File: src/fmpm_regs.svh
// Register map constants for the flash media power management register set
// Function
// - Capability bit 15 mirrors the cold wake bit written in general control bit 4.
// - Wake-source state field, capability bits 14 to 11, reads all ones.
// - Capability bit 10 always reads one: second sleep state supported.
// - Capability bit 9 always reads one: first sleep state supported.
// - Auxiliary current bits 8 to 6 read 000b without cold wake, else 001b.
// - Capability bit 5 reads zero: no special initialization needed.
// - Reserved capability bit 4 always reads zero.
// - Capability bit 3 reads zero: wake needs no bus clock.
// - Capability bits 2 to 0 read 010b, revision 1.1 register layout.
// - Control and status survive the internal reset on leaving D3hot for D0.
// - Control bit 15 is a wake status flag set by hardware, cleared by software.
// - Data scale and data select fields, bits 14 to 9, read zero.
// - Bit 8 is a writable wake enable; clear means no wake output.
// - Control reserved bits 7 to 2 read zero.
// - Power level bits 1 to 0 encode D0, D1, D2, D3hot as 00 to 11.
// - Software writes the power level; the device adopts and reports it.
// - Of the resets, only global reset clears wake status, wake enable and power level.
// - Bridge support extension byte is read-only zero.
// - Power management data byte is read-only zero.
// - Software sets or clears the cold wake flag through general control bit 4.
`ifndef FMPM_REGS_SVH
`define FMPM_REGS_SVH

`define FMPM_OFS_CAPID 8'h44
`define FMPM_OFS_CAPS 8'h46
`define FMPM_OFS_CSR 8'h48
`define FMPM_OFS_BRIDGE 8'h4A
`define FMPM_OFS_DATA 8'h4B
`define FMPM_OFS_GENCTL 8'h4C

`define FMPM_CAPS_RESET 16'h7E02
`define FMPM_CSR_RESET 16'h0000
`define FMPM_BRIDGE_VALUE 8'h00
`define FMPM_DATA_VALUE 8'h00

`define FMPM_CAP_COLD_BIT 15
`define FMPM_CAP_WAKE_MASK 4'hF
`define FMPM_CAP_AUX_OFF 3'h0
`define FMPM_CAP_AUX_55MA 3'h1
`define FMPM_CAP_REVISION 3'h2

`define FMPM_CSR_STAT_BIT 15
`define FMPM_CSR_EN_BIT 8
`define FMPM_CSR_LEVEL_LSB 0
`define FMPM_GENCTL_COLD_BIT 4
`define FMPM_GENCTL_RESET 1'b0

`endif

File: src/fmpm_pkg.sv
// Types shared by the power management register set
`default_nettype none
package fmpm_pkg;
  typedef enum logic [1:0] {
    FMPM_D0,
    FMPM_D1,
    FMPM_D2,
    FMPM_D3HOT
  } fmpm_power_e;
endpackage
`default_nettype wire

File: src/fmpm_power_ctl.sv
// Power level holder and internal reset pulse on D3hot to D0
`default_nettype none
module fmpm_power_ctl (
  input wire logic sys_clk,
  input wire logic arst_n,
  input wire logic level_wr,
  input wire logic [1:0] level_val,
  output fmpm_pkg::fmpm_power_e power_level,
  output logic func_reset
);

  fmpm_pkg::fmpm_power_e next_level;

  always_comb begin
    next_level = fmpm_pkg::fmpm_power_e'(level_val);
  end

  always_ff @(posedge sys_clk or negedge arst_n) begin
    if (!arst_n) begin
      power_level <= fmpm_pkg::FMPM_D0;
    end else if (level_wr) begin
      power_level <= next_level;
    end
  end

  // Function reset leaves the register set untouched
  always_ff @(posedge sys_clk or negedge arst_n) begin
    if (!arst_n) begin
      func_reset <= 1'b0;
    end else begin
      func_reset <= level_wr && power_level == fmpm_pkg::FMPM_D3HOT && next_level == fmpm_pkg::FMPM_D0;
    end
  end

endmodule // fmpm_power_ctl
`default_nettype wire

File: src/fmpm_regs_top.sv
// Power management capability register set on the configuration port
`include "fmpm_regs.svh"
`default_nettype none
module fmpm_regs_top (
  input wire logic sys_clk,
  input wire logic arst_n,
  input wire logic [7:0] cfg_addr,
  input wire logic cfg_rd,
  input wire logic cfg_wr,
  input wire logic [3:0] cfg_be,
  input wire logic [31:0] cfg_wdata,
  output logic [31:0] cfg_rdata,
  output logic cfg_ack,
  input wire logic wake_event,
  output logic wake_out,
  output fmpm_pkg::fmpm_power_e power_level,
  output logic func_reset,
  output logic cold_state_wake_capable
);

  // Dword decode of a byte offset
  function automatic logic dw_hit(input logic [7:0] addr, input logic [7:0] ofs);
    dw_hit = addr[7:2] == ofs[7:2];
  endfunction

  // Capability word from the cold wake flag
  function automatic logic [15:0] build_caps(input logic cold);
    logic [2:0] aux;
    aux = cold ? `FMPM_CAP_AUX_55MA : `FMPM_CAP_AUX_OFF;
    build_caps = {cold,
                  `FMPM_CAP_WAKE_MASK,
                  1'b1,
                  1'b1,
                  aux,
                  1'b0,
                  1'b0,
                  1'b0,
                  `FMPM_CAP_REVISION};
  endfunction

  logic hit_capid;
  logic hit_csr;
  logic hit_genctl;
  logic wr_csr_hi;
  logic wr_csr_lo;
  logic wr_genctl;
  logic wake_status;
  logic wake_enable;
  logic [15:0] caps;
  logic [15:0] csr;
  logic [31:0] next_rdata;

  assign hit_capid = dw_hit(cfg_addr, `FMPM_OFS_CAPID);
  assign hit_csr = dw_hit(cfg_addr, `FMPM_OFS_CSR);
  assign hit_genctl = dw_hit(cfg_addr, `FMPM_OFS_GENCTL);
  assign wr_csr_hi = cfg_wr && hit_csr && cfg_be[1];
  assign wr_csr_lo = cfg_wr && hit_csr && cfg_be[0];
  assign wr_genctl = cfg_wr && hit_genctl && cfg_be[0];

  // Cold wake configuration, global reset only
  always_ff @(posedge sys_clk or negedge arst_n) begin
    if (!arst_n) begin
      cold_state_wake_capable <= `FMPM_GENCTL_RESET;
    end else if (wr_genctl) begin
      cold_state_wake_capable <= cfg_wdata[`FMPM_GENCTL_COLD_BIT];
    end
  end

  fmpm_wake_ctl u_wake (
    .sys_clk(sys_clk),
    .arst_n(arst_n),
    .wake_event(wake_event),
    .status_clr(wr_csr_hi && cfg_wdata[`FMPM_CSR_STAT_BIT]),
    .enable_wr(wr_csr_hi),
    .enable_val(cfg_wdata[`FMPM_CSR_EN_BIT]),
    .wake_status(wake_status),
    .wake_enable(wake_enable),
    .wake_out(wake_out)
  );

  fmpm_power_ctl u_power (
    .sys_clk(sys_clk),
    .arst_n(arst_n),
    .level_wr(wr_csr_lo),
    .level_val(cfg_wdata[1:0]),
    .power_level(power_level),
    .func_reset(func_reset)
  );

  assign caps = build_caps(cold_state_wake_capable);
  // Data scale, data select and reserved bits are zero
  assign csr = {wake_status, 6'h00, wake_enable, 6'h00, power_level};

  always_comb begin
    next_rdata = 32'h0000_0000;
    if (hit_capid) begin
      next_rdata = {caps, 16'h0000};
    end else if (hit_csr) begin
      next_rdata = {`FMPM_DATA_VALUE, `FMPM_BRIDGE_VALUE, csr};
    end else if (hit_genctl) begin
      next_rdata = 32'h0000_0000;
      next_rdata[`FMPM_GENCTL_COLD_BIT] = cold_state_wake_capable;
    end
  end

  always_ff @(posedge sys_clk or negedge arst_n) begin
    if (!arst_n) begin
      cfg_rdata <= 32'h0000_0000;
    end else if (cfg_rd) begin
      cfg_rdata <= next_rdata;
    end
  end

  always_ff @(posedge sys_clk or negedge arst_n) begin
    if (!arst_n) begin
      cfg_ack <= 1'b0;
    end else begin
      cfg_ack <= cfg_rd | cfg_wr;
    end
  end

  // Helper state for checks
  logic rd_caps_q;
  logic rd_csr_q;
  logic rd_genctl_q;
  logic cold_q;
  logic status_q;
  logic enable_q;
  logic [1:0] level_q;
  always_ff @(posedge sys_clk or negedge arst_n) begin
    if (!arst_n) begin
      rd_caps_q <= 1'b0;
      rd_csr_q <= 1'b0;
      rd_genctl_q <= 1'b0;
      cold_q <= 1'b0;
      status_q <= 1'b0;
      enable_q <= 1'b0;
      level_q <= 2'h0;
    end else begin
      rd_caps_q <= cfg_rd && hit_capid;
      rd_csr_q <= cfg_rd && hit_csr;
      rd_genctl_q <= cfg_rd && hit_genctl;
      cold_q <= cold_state_wake_capable;
      status_q <= wake_status;
      enable_q <= wake_enable;
      level_q <= power_level;
    end
  end

  property p_caps_cold;
    @(posedge sys_clk) disable iff (!arst_n)
    rd_caps_q |-> cfg_rdata[16 + `FMPM_CAP_COLD_BIT] == cold_q;
  endproperty
  a_caps_cold: assert property (p_caps_cold) else $error("cold wake capability bit wrong");

  property p_caps_fixed;
    @(posedge sys_clk) disable iff (!arst_n)
    rd_caps_q |-> cfg_rdata[30:25] == 6'h3F && cfg_rdata[21:19] == 3'h0;
  endproperty
  a_caps_fixed: assert property (p_caps_fixed) else $error("fixed capability bits wrong");

  property p_caps_rev;
    @(posedge sys_clk) disable iff (!arst_n)
    rd_caps_q |-> cfg_rdata[18:16] == 3'h2;
  endproperty
  a_caps_rev: assert property (p_caps_rev) else $error("revision field wrong");

  property p_caps_aux;
    @(posedge sys_clk) disable iff (!arst_n)
    rd_caps_q |-> cfg_rdata[24:22] == (cold_q ? 3'h1 : 3'h0);
  endproperty
  a_caps_aux: assert property (p_caps_aux) else $error("aux current field wrong");

  property p_csr_zero;
    @(posedge sys_clk) disable iff (!arst_n)
    rd_csr_q |-> cfg_rdata[31:16] == 16'h0000 && cfg_rdata[14:9] == 6'h00 && cfg_rdata[7:2] == 6'h00;
  endproperty
  a_csr_zero: assert property (p_csr_zero) else $error("zero fields of control word set");

  property p_status_set;
    @(posedge sys_clk) disable iff (!arst_n)
    wake_event |=> wake_status;
  endproperty
  a_status_set: assert property (p_status_set) else $error("wake event lost");

  property p_no_wake_disabled;
    @(posedge sys_clk) disable iff (!arst_n)
    !wake_enable |=> !wake_out;
  endproperty
  a_no_wake_disabled: assert property (p_no_wake_disabled) else $error("wake while disabled");

  property p_wake_cause;
    @(posedge sys_clk) disable iff (!arst_n)
    wake_status && wake_enable |=> wake_out;
  endproperty
  a_wake_cause: assert property (p_wake_cause) else $error("wake output missing");

  property p_level_write;
    @(posedge sys_clk) disable iff (!arst_n)
    wr_csr_lo |=> power_level == $past(cfg_wdata[1:0]);
  endproperty
  a_level_write: assert property (p_level_write) else $error("power level not adopted");

  property p_func_reset_keeps;
    @(posedge sys_clk) disable iff (!arst_n)
    func_reset && !$past(wr_csr_hi) |-> $stable(wake_enable) && power_level == fmpm_pkg::FMPM_D0;
  endproperty
  a_func_reset_keeps: assert property (p_func_reset_keeps) else $error("state lost on function reset");

  property p_caps_wake_mask;
    @(posedge sys_clk) disable iff (!arst_n)
    rd_caps_q |-> cfg_rdata[30:27] == 4'hF;
  endproperty
  a_caps_wake_mask: assert property (p_caps_wake_mask) else $error("wake source mask wrong");

  property p_caps_d_states;
    @(posedge sys_clk) disable iff (!arst_n)
    rd_caps_q |-> cfg_rdata[26:25] == 2'h3;
  endproperty
  a_caps_d_states: assert property (p_caps_d_states) else $error("sleep state support bits wrong");

  property p_caps_dsi;
    @(posedge sys_clk) disable iff (!arst_n)
    rd_caps_q |-> cfg_rdata[21:20] == 2'h0;
  endproperty
  a_caps_dsi: assert property (p_caps_dsi) else $error("init or reserved capability bit set");

  property p_caps_nobusclk;
    @(posedge sys_clk) disable iff (!arst_n)
    rd_caps_q |-> cfg_rdata[19] == 1'b0;
  endproperty
  a_caps_nobusclk: assert property (p_caps_nobusclk) else $error("bus clock bit set");

  property p_csr_status;
    @(posedge sys_clk) disable iff (!arst_n)
    rd_csr_q |-> cfg_rdata[`FMPM_CSR_STAT_BIT] == status_q;
  endproperty
  a_csr_status: assert property (p_csr_status) else $error("status bit read wrong");

  property p_csr_enable;
    @(posedge sys_clk) disable iff (!arst_n)
    rd_csr_q |-> cfg_rdata[`FMPM_CSR_EN_BIT] == enable_q;
  endproperty
  a_csr_enable: assert property (p_csr_enable) else $error("enable bit read wrong");

  property p_csr_level;
    @(posedge sys_clk) disable iff (!arst_n)
    rd_csr_q |-> cfg_rdata[1:0] == level_q;
  endproperty
  a_csr_level: assert property (p_csr_level) else $error("power level read wrong");

  property p_csr_rsvd;
    @(posedge sys_clk) disable iff (!arst_n)
    rd_csr_q |-> cfg_rdata[7:2] == 6'h00;
  endproperty
  a_csr_rsvd: assert property (p_csr_rsvd) else $error("reserved control bits set");

  property p_bridge_zero;
    @(posedge sys_clk) disable iff (!arst_n)
    rd_csr_q |-> cfg_rdata[23:16] == 8'h00;
  endproperty
  a_bridge_zero: assert property (p_bridge_zero) else $error("bridge byte not zero");

  property p_data_zero;
    @(posedge sys_clk) disable iff (!arst_n)
    rd_csr_q |-> cfg_rdata[31:24] == 8'h00;
  endproperty
  a_data_zero: assert property (p_data_zero) else $error("data byte not zero");

  property p_status_clear;
    @(posedge sys_clk) disable iff (!arst_n)
    wr_csr_hi && cfg_wdata[`FMPM_CSR_STAT_BIT] && !wake_event |=> !wake_status;
  endproperty
  a_status_clear: assert property (p_status_clear) else $error("status not cleared");

  property p_status_hold;
    @(posedge sys_clk) disable iff (!arst_n)
    !wake_event && !(wr_csr_hi && cfg_wdata[`FMPM_CSR_STAT_BIT]) |=> $stable(wake_status);
  endproperty
  a_status_hold: assert property (p_status_hold) else $error("status changed without cause");

  property p_enable_write;
    @(posedge sys_clk) disable iff (!arst_n)
    wr_csr_hi |=> wake_enable == $past(cfg_wdata[`FMPM_CSR_EN_BIT]);
  endproperty
  a_enable_write: assert property (p_enable_write) else $error("enable not written");

  property p_enable_hold;
    @(posedge sys_clk) disable iff (!arst_n)
    !wr_csr_hi |=> $stable(wake_enable);
  endproperty
  a_enable_hold: assert property (p_enable_hold) else $error("enable changed without write");

  property p_level_hold;
    @(posedge sys_clk) disable iff (!arst_n)
    !wr_csr_lo |=> $stable(power_level);
  endproperty
  a_level_hold: assert property (p_level_hold) else $error("power level changed without write");

  property p_cold_write;
    @(posedge sys_clk) disable iff (!arst_n)
    wr_genctl |=> cold_state_wake_capable == $past(cfg_wdata[`FMPM_GENCTL_COLD_BIT]);
  endproperty
  a_cold_write: assert property (p_cold_write) else $error("cold wake bit not written");

  property p_cold_hold;
    @(posedge sys_clk) disable iff (!arst_n)
    !wr_genctl |=> $stable(cold_state_wake_capable);
  endproperty
  a_cold_hold: assert property (p_cold_hold) else $error("cold wake bit changed without write");

  property p_genctl_read;
    @(posedge sys_clk) disable iff (!arst_n)
    rd_genctl_q |-> cfg_rdata == {27'h0000000, cold_q, 4'h0};
  endproperty
  a_genctl_read: assert property (p_genctl_read) else $error("general control read wrong");

  property p_wake_gate;
    @(posedge sys_clk) disable iff (!arst_n)
    wake_out |-> $past(wake_status) && $past(wake_enable);
  endproperty
  a_wake_gate: assert property (p_wake_gate) else $error("wake output without cause");

  property p_func_reset_cause;
    @(posedge sys_clk) disable iff (!arst_n)
    func_reset |-> $past(wr_csr_lo) && $past(cfg_wdata[1:0]) == 2'h0 && $past(power_level) == fmpm_pkg::FMPM_D3HOT;
  endproperty
  a_func_reset_cause: assert property (p_func_reset_cause) else $error("internal reset without cause");

  property p_func_reset_pulse;
    @(posedge sys_clk) disable iff (!arst_n)
    func_reset |=> !func_reset;
  endproperty
  a_func_reset_pulse: assert property (p_func_reset_pulse) else $error("internal reset too long");

  c_wake: cover property (@(posedge sys_clk) disable iff (!arst_n) wake_out);
  c_func_reset: cover property (@(posedge sys_clk) disable iff (!arst_n) func_reset);
  c_status_clear: cover property (@(posedge sys_clk) disable iff (!arst_n) wake_status ##1 !wake_status);
  c_cold_caps: cover property (@(posedge sys_clk) disable iff (!arst_n) rd_caps_q && cfg_rdata[31]);
  c_wake_blocked: cover property (@(posedge sys_clk) disable iff (!arst_n) wake_status && !wake_enable);

endmodule // fmpm_regs_top
`default_nettype wire

File: src/fmpm_wake_ctl.sv
// Wake status flag, wake enable and the gated wake output
`default_nettype none
module fmpm_wake_ctl (
  input wire logic sys_clk,
  input wire logic arst_n,
  input wire logic wake_event,
  input wire logic status_clr,
  input wire logic enable_wr,
  input wire logic enable_val,
  output logic wake_status,
  output logic wake_enable,
  output logic wake_out
);

  // Of the resets, only the global reset clears these
  always_ff @(posedge sys_clk or negedge arst_n) begin
    if (!arst_n) begin
      wake_status <= 1'b0;
    end else if (wake_event) begin
      wake_status <= 1'b1;
    end else if (status_clr) begin
      wake_status <= 1'b0;
    end
  end

  always_ff @(posedge sys_clk or negedge arst_n) begin
    if (!arst_n) begin
      wake_enable <= 1'b0;
    end else if (enable_wr) begin
      wake_enable <= enable_val;
    end
  end

  always_ff @(posedge sys_clk or negedge arst_n) begin
    if (!arst_n) begin
      wake_out <= 1'b0;
    end else begin
      wake_out <= wake_status & wake_enable;
    end
  end

endmodule // fmpm_wake_ctl
`default_nettype wire
File: config.mk
export PLATFORM = sky130hd
export DESIGN_NAME = fmpm_regs_top
export DESIGN_NICKNAME = d
export VERILOG_FILES = /design/src/fmpm_pkg.sv /design/src/fmpm_power_ctl.sv /design/src/fmpm_regs_top.sv /design/src/fmpm_wake_ctl.sv
export VERILOG_INCLUDE_DIRS = /design/src /design/src/src
export SDC_FILE = /design/constraint.sdc
export NUM_CORES = 1
export LEC_CHECK = 0
export BUFFER_PORTS_ARGS = -buffer_cell sky130_fd_sc_hd__buf_2
export CAP_MARGIN = 0
export CORE_UTILIZATION = 37
export CTS_CLUSTER_DIAMETER = 150
export CTS_CLUSTER_SIZE = 30
export DETAILED_ROUTE_END_ITERATION = 10
export GPL_TIMING_DRIVEN = 0
export PLACE_DENSITY = 0.84
export SETUP_SLACK_MARGIN = 0.5
export SLEW_MARGIN = 40
export SYNTH_ARGS = -nofsm -noshare
export SYNTH_HDL_FRONTEND = slang
export SYNTH_SLANG_ARGS = --single-unit
File: constraint.sdc
create_clock -name sys_clk -period 2.71 [get_ports sys_clk]
set_clock_uncertainty 0.2 [all_clocks]
set_input_delay 0.271 -clock sys_clk [delete_from_list [all_inputs] [get_ports sys_clk]]
set_output_delay 0.271 -clock sys_clk [all_outputs]
set_load 0.01 [all_outputs]
-- Word level (Yosys, flattened, before mapping)
Index checks and enable logic that the tools add are counted.
- flip-flop bits (word level): 40
- bits of input ports: 49
- output and inout port bits: 38
- word-level logic and storage cells: 30
- equal/unequal tests: 4
- muxes and demuxes: 6
- bitwise logic cells: 2
- reduce and logical (&&, ||, !) cells: 10
- operators with widths (cell ; number):
    $mux 32 ; 1
    $eq 6x5->1 const B ; 3
    $mux 16 ; 1
    $logic_and 1x1->1 ; 8
    $mux 5 ; 1
    $mux 1 ; 3
    $eq 2x2->1 const B ; 1
    $logic_not 2->1 ; 1
    $reduce_bool 2->1 ; 1
    $and 1x1->1 ; 1
    $or 1x1->1 ; 1

-- Logic depth before layout (Yosys ltp)
Gate-level depths: netlist (run 1).
- depth after elaboration: 6
- mapped depth: 3
- gate-level depth less buffers: 3

-- Hierarchy
A second synthesis (run 1) with hierarchy kept.
- cells, all modules: 84
- area total of the unflattened synthesis: 867.1 sq um
- by module, submodules not included (module ; instances ; cells an instance ; area each (sq um) ; sequential area each (sq um)):
    fmpm_regs_top ; 1 ; 70 ; 648.1 ; 225.2
    fmpm_power_ctl ; 1 ; 7 ; 111.4 ; 75.1
    fmpm_wake_ctl ; 1 ; 7 ; 107.6 ; 75.1

-- Least setup slack after synthesis (run 1)
Ideal clock, no wire load.
- path type: input to register
- start point: in cfg_addr[7]
- end point: reg u_wake.wake_enable
- setup time: 0.128 ns
- arrival time: 1.286 ns
- data required time: 2.382 ns
- path slack: 1.097 ns
- cell stages on the path: 3
- path buffers: 0
- cell sequence: or4b_4 -> nor2_2 -> mux2_1
- word-level cells in the longest chain between the ends: 3
- ends and longest elaborated chain (item ; line ; source):
    from (decl) ; fmpm_regs_top.sv:7 ; input wire logic [7:0] cfg_addr,
    $eq 6x5->1 ; fmpm_regs_top.sv:23 ; dw_hit = addr[7:2] == ofs[7:2];
    $logic_and 1x1->1 (2 in series) ; fmpm_regs_top.sv:56 ; assign wr_csr_hi = cfg_wr && hit_csr && cfg_be[1];
    to (signal assigned) ; fmpm_wake_ctl.sv:30 ; wake_enable <= enable_val;
    to (decl) ; fmpm_wake_ctl.sv:11 ; output logic wake_enable,
No other way between the ends.
A chain may end at the register's enable or synchronous reset.

==> impl_metrics.env, run 1 <==
export IMPL_dp_cells=167
export IMPL_cts_buffer_depth=2
export IMPL_gp_congestion=0.724
export IMPL_holdPathStages=2
export IMPL_finalNonFillerCells=175
export IMPL_area_growth_pct=41.3
export IMPL_ys_types=22
export IMPL_crit_path_top_delay_cell="dfrtp_1"
export IMPL_overflow=0
export IMPL_grt_pass1_vias=635
export IMPL_relSlewSlack_pct=63.4
export IMPL_vias=725
export IMPL_cts_inserted_buffers=3
export IMPL_multi_input_area_um2=308
export IMPL_hold_class="in -> reg"
export IMPL_dieArea_um2=2480
export IMPL_dr_pass1_iters=3
export IMPL_syn_area_um2=845
export IMPL_ys_seq_elements=15
export IMPL_rsz0062_at_grt="no"
export IMPL_setup_worst_path_end_class="output pin"
export IMPL_path_clk_slew_ns=0.08
export IMPL_rows=16
export IMPL_insertion_delay_ns=0.28
export IMPL_wirelength_um=1650
export IMPL_drc_errors=0
export IMPL_cpPeakStageDelay_ns=0.46
export IMPL_die_x_um=49.8
export IMPL_required_ns=2.24
export IMPL_reg2regPathDepth=1
export IMPL_drtAntennaViolNets=0
export IMPL_p_leak_uw=0.000668
export IMPL_grt_max_degree=16
export IMPL_r2r_start="u_power.power_level[1]"
export IMPL_setup_viol=0
export IMPL_hold_end="u_power.power_level[1]"
export IMPL_cts_htree_levels=1
export IMPL_yosysSeqAreaShare_pct=44.4
export IMPL_r2r_end="u_power.power_level[1]"
export IMPL_ir_drop_v=0.000211
export IMPL_crit_family="flip-flops"
export IMPL_ioPinCount=87
export IMPL_final_max_slew_viol_count=0
export IMPL_rrSetupSlack_ns=1.70
export IMPL_fmax_mhz=662
export IMPL_worstPathArrival_ns=1.04
export IMPL_clockRootBuffer="clkbuf_4"
export IMPL_core_um2=2060
export IMPL_max_cap_violations=0
export IMPL_holdCritStartpoint="cfg_wdata[1]"
export IMPL_post_cts_buffers=0
export IMPL_fin_crit_sh_pct=55.7
export IMPL_fillers=189
export IMPL_grt_pass1_wl_um=2680
export IMPL_period_minus_slack_ns=1.51
export IMPL_seqCellArea_um2=375
export IMPL_layout_drive_gt1_share_pct=46.6
export IMPL_dr_first_iter_drc_count=3
export IMPL_tns_ns=0
export IMPL_avgSynthCellArea_um2=9.82
export IMPL_critPathBufInv=2
export IMPL_cts_sinks=15
export IMPL_avgRoutedWirePerCell_um=9.42
export IMPL_finalHoldViolations=0
export IMPL_diodes=0
export IMPL_yosys_warnings=0
export IMPL_avgViaCountPerCell=4.14
export IMPL_portBuffers=37
export IMPL_antenna_found_initial=0
export IMPL_place_detailed_hpwl_um=1380
export IMPL_nNetsFinal=198
export IMPL_initial_core_util_pct=41.0
export IMPL_start_kind="flop"
export IMPL_tritoncts="built"
export IMPL_power_density_nw_per_um2=373
export IMPL_run_status="complete, no violations"
export IMPL_worst_path_max_fanout=8
export IMPL_gr_usage_all_layers_pct=14.5
export IMPL_die_h_um=49.8
export IMPL_tightestPinTransition_ns=0.541
export IMPL_crit_type="reg -> out"
export IMPL_synthCells=86
export IMPL_crit_chain="buf_4, buf_2"
## repair_timing
| action | in CTS | in global routing |
|---|---|---|
| gates resized for setup | 0 | 0 |
| endpoints found under the hold margin | 18 | 0 |
| hold buffers | 4 | 0 |
## cells in the mapped netlist, drive strengths merged
master	instances	area share [%]
nor2	5	3.4
a31oi	1	0.74
and2	1	0.74
conb	1	0.44
o22ai	5	3.7
nor3	1	0.59
inv	9	4.0
nor4b	1	1.0
mux2	4	5.3
o21ai	1	0.59
dfrtp	15	44
nand3b	1	0.89
buf	25	22
nand4b	3	3.1
clkbuf	1	0.44
o32ai	1	1.0
nand4	3	2.2
or2	1	0.74
or4b	1	1.6
nand2	6	2.7
## registers in the layout, indices dropped and copies added (netlist names)
| signal | count |
|---|---|
| u_power.func_reset | 1 |
| cold_state_wake_capable | 1 |
| cfg_rdata | 7 |
| u_wake.wake_out | 1 |
| u_wake.wake_enable | 1 |
| u_power.power_level | 2 |
| cfg_ack | 1 |
| u_wake.wake_status | 1 |
## worst max path at each step
stage / from / to / slack [ns] / depth (start not counted)
after CTS: cfg_rdata[30] / cfg_rdata[28] / 1.19 / 2
after global routing: cfg_addr[7] / u_power.func_reset / 1.11 / 4
after detailed placement: cfg_addr[7] / u_wake.wake_enable / 0.94 / 4
after global placement: cfg_addr[7] / u_wake.wake_enable / 0.94 / 4
final: cfg_rdata[30] / cfg_rdata[25] / 1.20 / 2
after floorplan: cfg_addr[7] / u_wake.wake_enable / 1.10 / 3
## logic make-up after synthesis
group                  after synthesis  share of synthesized area (%)
DFF                                 15                           44.4
AOI/OAI and AO/OA                    8                           6.07
buffers and inverters               35                           26.7
and+or+nand+nor                     23                           17.0
muxes                                4                           5.33
other                                1                          0.444
## report_power, final
part	internal, µW	switching [µW]
clock	57.2	66.7
sequential	231	5.00
combinational	43.7	41.9
total	332	114
## routing by layer
| metal | up-vias | part of all wire [%] | track usage [%] | routed length [µm] |
|---|---|---|---|---|
| li1 | 372 | - | - | - |
| met1 | 312 | 41 | 16.0 | 671 |
| met2 | 38 | 50 | 26.4 | 819 |
| met3 | 3 | 7.6 | 2.47 | 125 |
| met4 | 0 | 1.9 | 7.14 | 32 |
| met5 | - | 0 | 0 | 0 |
## layout make-up
class / instances / share of cell area, %
inverters: 9 / 2.83
flip-flops and latches: 15 / 31.4
plain buffers: 26 / 16.0
multi-input cells: 53 / 25.8
repair buffers: 41 / 18.9
well taps: 27 / 2.83
clock buffers: 4 / 2.20
## cell usage in the layout, fill, tap and decap left out, drive strengths merged
master | netlist | final
nand4b | 3 | 3
nor4b | 1 | 1
nor2 | 5 | 5
o21ai | 1 | 1
o22ai | 5 | 5
and2 | 1 | 1
nor3 | 1 | 1
nand4 | 3 | 3
conb | 1 | 18
dlygate4sd3 | 0 | 4
nand3b | 1 | 1
a31oi | 1 | 1
or2 | 1 | 1
o32ai | 1 | 1
nand2 | 6 | 6
or4b | 1 | 1
inv | 9 | 9
clkbuf | 1 | 5
buf | 25 | 62
dfrtp | 15 | 15
mux2 | 4 | 4
## metrics by stage
step | total power, µW | util (%) | setup slack [ns] | hold WS, ns | area (µm²)
after floorplan | 290 | - | 1.10 | -0.225 | 908
after global placement | 319 | 54.7 | 0.941 | -0.0231 | 1130
after detailed placement | 321 | 54.7 | 0.937 | -0.0155 | 1130
after CTS | 450 | 57.9 | 1.19 | 0.0255 | 1190
after global routing | 466 | 57.9 | 1.11 | 0.0419 | 1190
final | 446 | 57.9 | 1.20 | 0.0265 | 1190
(Power assumes the default switching activity.)
==> run 2, diff against run 1 <==
--- a/config.mk
+++ b/config.mk
@@ -8,12 +8,12 @@
 export LEC_CHECK = 0
 export BUFFER_PORTS_ARGS = -buffer_cell sky130_fd_sc_hd__buf_2
 export CAP_MARGIN = 0
-export CORE_UTILIZATION = 37
+export CORE_UTILIZATION = 34
 export CTS_CLUSTER_DIAMETER = 150
 export CTS_CLUSTER_SIZE = 30
 export DETAILED_ROUTE_END_ITERATION = 10
 export GPL_TIMING_DRIVEN = 0
-export PLACE_DENSITY = 0.84
+export PLACE_DENSITY = 0.78
 export SETUP_SLACK_MARGIN = 0.5
 export SLEW_MARGIN = 40
 export SYNTH_ARGS = -nofsm -noshare
==> constraint.sdc (replaced) <==
create_clock -name sys_clk -period 1.4 [get_ports sys_clk]
set_clock_uncertainty 0.2 [all_clocks]
set_input_delay 0.14 -clock sys_clk [delete_from_list [all_inputs] [get_ports sys_clk]]
set_output_delay 0.14 -clock sys_clk [all_outputs]
set_load 0.01 [all_outputs]
==> impl_metrics.env, run 2 (synthesized netlist as in run 1, its figures left out) <==
export IMPL_run_status="finished, violations left"
export IMPL_violations="hold timing"
export IMPL_cts_sinks=15
export IMPL_largest_reg_flops=7
export IMPL_gp_congestion=0.770
export IMPL_layout_drive_gt1_share_pct=60.0
export IMPL_final_common_cell="buf_4"
export IMPL_avgViaCountPerCell=4.21
export IMPL_grt_pass1_wl_um=2860
export IMPL_die_h_um=51.8
export IMPL_diodes=0
export IMPL_fmax_mhz=737
export IMPL_cts_buffer_depth=2
export IMPL_dr_first_iter_drc_count=11
export IMPL_fillers=200
export IMPL_dieArea_um2=2690
export IMPL_top_register="cfg_rdata"
export IMPL_total_power_uw=911
export IMPL_p_leak_uw=0.000766
export IMPL_holdBufCountCts=1
export IMPL_internal_power_uw=675
export IMPL_gr_usage_all_layers_pct=14.8
export IMPL_path_clk_slew_ns=0.09
export IMPL_portBuffers=37
export IMPL_p_comb_share_pct=23.7
export IMPL_vias=792
export IMPL_ir_drop_v=0.000453
export IMPL_sw_frac_of_total_pct=25.9
export IMPL_hold_end="u_wake.wake_status"
export IMPL_required_ns=1.06
export IMPL_grt_max_degree=16
export IMPL_tritoncts="built"
export IMPL_timing_final_ws_setup_ns=0.0433
export IMPL_crit_family="flip-flops"
export IMPL_cpPeakStageDelay_ns=0.49
export IMPL_r2r_end="u_power.power_level[0]"
export IMPL_r2r_start="u_power.power_level[0]"
export IMPL_reg2regPathDepth=2
export IMPL_hold_slack_ns=-0.153
export IMPL_initial_core_util_pct=37.1
export IMPL_start_kind="flop"
export IMPL_fin_crit_sh_pct=96.9
export IMPL_drtAntennaViolNets=0
export IMPL_ioPinCount=87
export IMPL_cp_common_cell="buf_6"
export IMPL_place_area_um2=1190
export IMPL_crit_chain="buf_6, buf_6"
export IMPL_layout_common_cells="buf_4, buf_2, buf_6, conb_1, dfrtp_1"
export IMPL_seqCellArea_um2=377
export IMPL_holdPathStages=2
export IMPL_wirelength_um=1930
export IMPL_holdCritStartpoint="cfg_wdata[15]"
export IMPL_final_max_slew_viol_count=0
export IMPL_drc_errors=0
export IMPL_clockRootBuffer="clkbuf_4"
export IMPL_crit_path_top_delay_cell="dfrtp_2"
export IMPL_rows=17
export IMPL_max_cap_violations=0
export IMPL_finalHoldViolations=11
export IMPL_critPathBufInv=2
export IMPL_period_minus_slack_ns=1.36
export IMPL_worstPathArrival_ns=1.02
export IMPL_design_area_um2=1460
export IMPL_setup_worst_path_end_class="output pin"
export IMPL_die_x_um=51.8
export IMPL_multi_input_area_um2=378
export IMPL_p_seq_share_pct=50.0
export IMPL_core_um2=2280
export IMPL_dp_worst_setup_slack_ns=-0.243
export IMPL_rrSetupSlack_ns=0.30
export IMPL_overflow=0
export IMPL_grt_pass1_vias=665
export IMPL_switchingPower_uw=236
export IMPL_area_growth_pct=72.9
export IMPL_avgRoutedWirePerCell_um=10.3
export IMPL_setup_viol=0
export IMPL_p_clk_share_pct=26.2
export IMPL_rsz0062_at_grt="yes"
export IMPL_insertion_delay_ns=0.27
export IMPL_cts_htree_levels=1
export IMPL_cts_inserted_buffers=3
export IMPL_power_density_nw_per_um2=624
export IMPL_nNetsFinal=210
export IMPL_crit_type="reg -> out"
export IMPL_hold_class="in -> reg"
export IMPL_worst_path_max_fanout=8
export IMPL_biggestRegsByFlops="cfg_rdata (7), u_power.power_level (2)"
export IMPL_dr_pass1_iters=4
export IMPL_antenna_found_initial=0
## run 2: changes by cell type in the layout (fill, tap and decap cells not counted), sizes merged
cell | previous run | this run
buf | 62 | 77
dlygate4sd3 | 4 | 1
## run 2: power by group through the flow
stage | clock (µW) | combinational [µW] | sequential [µW]
5_1_grt | 256 | 234 | 457
3_5_place_dp | 0 | 168 | 468
4_1_cts | 241 | 204 | 455
2_1_floorplan | 0 | 99.3 | 472
3_3_place_gp | 0 | 165 | 467
6_report | 239 | 216 | 456
## run 2: worst max path at each step
stage                             end           from  cells after the start  slack [ns]
4_1_cts                 cfg_rdata[26]  cfg_rdata[30]                      2        0.04
2_1_floorplan  u_power.power_level[0]    cfg_addr[4]                      3       -0.06
5_1_grt                 cfg_rdata[27]  cfg_rdata[30]                      2       0.007
3_5_place_dp       u_wake.wake_enable    cfg_addr[4]                      4       -0.24
6_report                cfg_rdata[27]  cfg_rdata[30]                      2        0.04
3_3_place_gp       u_wake.wake_enable    cfg_addr[4]                      4       -0.22
## run 2: cell type report
type / instances / area share (%)
repair buffers: 53 / 26.9
multi-input cells: 53 / 25.9
flip-flops and latches: 15 / 25.8
plain buffers: 26 / 14.9
well taps: 28 / 2.40
inverters: 9 / 2.31
clock buffers: 4 / 1.80
## run 2: metrics by stage
step                util, %  setup TNS (ns)  hold slack [ns]  cells
detailed placement     52.1          -0.885           -0.148    168
floorplan                 -          -0.223           -0.356    103
global route           64.2               0           -0.152    188
global placement       52.1          -0.831           -0.152    168
finish                 64.2               0           -0.153    188
CTS                    60.5               0           -0.154    181
## run 2: repair_timing
item / 4_1_cts / 5_1_grt
hold endpoints to repair: 26 / 10
setup buffers: 8 / 7
endpoints found under the setup margin: 33 / 33
resized for setup: 19 / 7
pin swaps: 6 / 7
## run 2: per-layer routing
metal | GRT usage, % | part of all wire (%)
met5 | 0 | 0
met3 | 0.877 | 6.0
met2 | 26.7 | 53
met4 | 9.46 | 1.4
met1 | 16.6 | 39
==> run 3, diff against run 2 <==
--- a/config.mk
+++ b/config.mk
@@ -6,9 +6,10 @@
 export SDC_FILE = /design/constraint.sdc
 export NUM_CORES = 1
 export LEC_CHECK = 0
-export BUFFER_PORTS_ARGS = -buffer_cell sky130_fd_sc_hd__buf_2
+export BUFFER_PORTS_ARGS = -buffer_cell sky130_fd_sc_hd__buf_4
 export CAP_MARGIN = 0
 export CORE_UTILIZATION = 34
+export CTS_BUF_LIST = sky130_fd_sc_hd__clkbuf_8 sky130_fd_sc_hd__clkbuf_16
 export CTS_CLUSTER_DIAMETER = 150
 export CTS_CLUSTER_SIZE = 30
 export DETAILED_ROUTE_END_ITERATION = 10
==> constraint.sdc (replaced) <==
create_clock -name sys_clk -period 1.4 [get_ports sys_clk]
set_clock_uncertainty 0.2 [all_clocks]
set_input_delay 0.14 -clock sys_clk [delete_from_list [all_inputs] [get_ports sys_clk]]
set_output_delay 0.14 -clock sys_clk [all_outputs]
set_load 0.02 [all_outputs]
==> impl_metrics.env, run 3 (synthesized netlist as in run 1, its figures left out) <==
export IMPL_setup_viol=0
export IMPL_hold_class="in -> reg"
export IMPL_wirelength_um=2260
export IMPL_dr_first_iter_drc_count=16
export IMPL_required_ns=1.34
export IMPL_run_status="finished, violations left"
export IMPL_tritoncts="built"
export IMPL_portBuffers=37
export IMPL_crit_path_top_delay_cell="or4b_4"
export IMPL_sw_frac_of_total_pct=27.1
export IMPL_biggestRegsByFlops="cfg_rdata (7), u_power.power_level (2)"
export IMPL_switchingPower_uw=292
export IMPL_holdBufCountCts=1
export IMPL_path_clk_slew_ns=0.06
export IMPL_nNetsFinal=208
export IMPL_final_common_cell="buf_4"
export IMPL_internal_power_uw=786
export IMPL_final_max_slew_viol_count=0
export IMPL_vias=822
export IMPL_dieArea_um2=2690
export IMPL_grt_max_degree=16
export IMPL_p_clk_share_pct=31.3
export IMPL_critPathBufInv=1
export IMPL_crit_family="simple AND/OR/NAND/NOR gates"
export IMPL_r2r_start="u_power.power_level[1]"
export IMPL_place_detailed_hpwl_um=1450
export IMPL_cts_htree_levels=1
export IMPL_p_seq_share_pct=42.7
export IMPL_start_kind="input port"
export IMPL_ir_drop_v=0.000395
export IMPL_worst_path_max_fanout=4
export IMPL_period_minus_slack_ns=1.34
export IMPL_cp_startpoint="cfg_addr[4]"
export IMPL_cts_sinks=15
export IMPL_overflow=0
export IMPL_cts_buffer_depth=2
export IMPL_p_leak_uw=0.000790
export IMPL_diodes=0
export IMPL_violations="hold timing"
export IMPL_finalHoldViolations=7
export IMPL_die_x_um=51.8
export IMPL_layout_common_cells="buf_4, buf_6, conb_1, dfrtp_1, inv_1"
export IMPL_gp_congestion=0.741
export IMPL_finalNonFillerCells=186
export IMPL_holdCritStartpoint="cfg_wdata[8]"
export IMPL_fillers=167
export IMPL_antenna_found_initial=0
export IMPL_fin_crit_sh_pct=96.0
export IMPL_die_h_um=51.8
export IMPL_largest_reg_flops=7
export IMPL_setup_worst_path_end_class="flop"
export IMPL_dr_pass1_iters=4
export IMPL_worstPathArrival_ns=1.28
export IMPL_ioPinCount=87
export IMPL_hold_slack_ns=-0.0789
export IMPL_insertion_delay_ns=0.25
export IMPL_cts_inserted_buffers=3
export IMPL_top_register="cfg_rdata"
export IMPL_gr_usage_all_layers_pct=17.3
export IMPL_rsz0062_at_grt="yes"
export IMPL_max_cap_violations=0
export IMPL_crit_type="in -> reg"
export IMPL_drc_errors=0
export IMPL_layout_drive_gt1_share_pct=60.8
export IMPL_rows=17
export IMPL_drtAntennaViolNets=0
export IMPL_power_density_nw_per_um2=680
export IMPL_grt_pass1_vias=738
export IMPL_core_um2=2280
export IMPL_grt_pass1_wl_um=3260
export IMPL_dp_cells=168
export IMPL_crit_chain="buf_6, or4b_4, nor2_4, mux2_4"
export IMPL_p_comb_share_pct=25.9
export IMPL_clockRootBuffer="clkbuf_8"
export IMPL_initial_core_util_pct=37.1
export IMPL_avgRoutedWirePerCell_um=12.1
export IMPL_area_growth_pct=87.9
export IMPL_fmax_mhz=744
export IMPL_avgViaCountPerCell=4.42
export IMPL_cpPeakStageDelay_ns=0.60
==> run 3: changes by cell type in the layout (fill, tap and decap cells not counted), moves of 2 or more <==
cell	delta
buf_2	-27
clkbuf_4	-3
o22ai_2	-2
o22ai_1	+2
buf_6	+15
buf_4	+11
clkbuf_8	+3
==> run 3: cell type report <==
type                    instances  area, µm²  share of cell area (%)
repair buffers                 51        494                    31.2
well taps                      28       35.0                    2.21
multi-input cells              53        383                    24.1
flip-flops and latches         15        378                    23.8
clock inverters                 1       3.75                   0.237
plain buffers                  26        218                    13.7
inverters                       9       33.8                    2.13
clock buffers                   3       41.3                    2.60
==> run 3: stage by stage <==
step,cell area (µm²),TNS [ns],util (%),worst slack (ns),power (µW)
final,1590,0,69.7,0.0566,1080
after global routing,1590,0,69.7,0.0395,1120
after CTS,1500,0,65.9,0.0615,1060
after detailed placement,1280,-0.894,56.4,-0.222,693
after global placement,1280,-0.814,56.4,-0.210,688
after floorplan,971,-0.223,-,-0.0600,604
==> run 3: worst register-to-register path, stage by stage (launching register included) <==
cell     delay, ns
dfrtp_1       0.40
buf_4         0.15
mux2_4        0.26
==> run 3: layer usage <==
layer  GRT usage (%)  up-vias  share of wire (%)
met5               0        -                  0
met4            9.46        0                3.5
met3            3.51        9                7.3
met2            32.5       54                 55
met1            17.4      370                 35
li1                -      389                  -
==> run 3: power groups by stage <==
| stage | sequential [µW] | clock [µW] | combinational, µW |
|---|---|---|---|
| 2_1_floorplan | 481 | 0 | 123 |
| 3_3_place_gp | 467 | 0 | 221 |
| 3_5_place_dp | 468 | 0 | 225 |
| 4_1_cts | 459 | 336 | 264 |
| 5_1_grt | 462 | 359 | 295 |
| 6_report | 461 | 338 | 280 |
==> run 3: path summary, 6_finish.rpt <==
check / end / slack, ns / depth (start not counted)
hold / removal: u_wake.wake_enable / -0.08 / 2
max in group asynchronous: cfg_rdata[30] / 0.73 / 2
min in group asynchronous: cfg_rdata[8] / 0.08 / 2
setup reg to reg: u_power.power_level[1] / 0.28 / 2
setup / recovery: u_wake.wake_enable / 0.06 / 4
hold reg to reg: u_wake.wake_out / 0.34 / 1
==> run 3: repair_timing <==
item / CTS / global route
pin swaps: 6 / 7
gates resized for setup: 30 / 8
setup buffers: 6 / 7
hold endpoints to repair: 23 / 7
endpoints found under the setup margin: 33 / 33
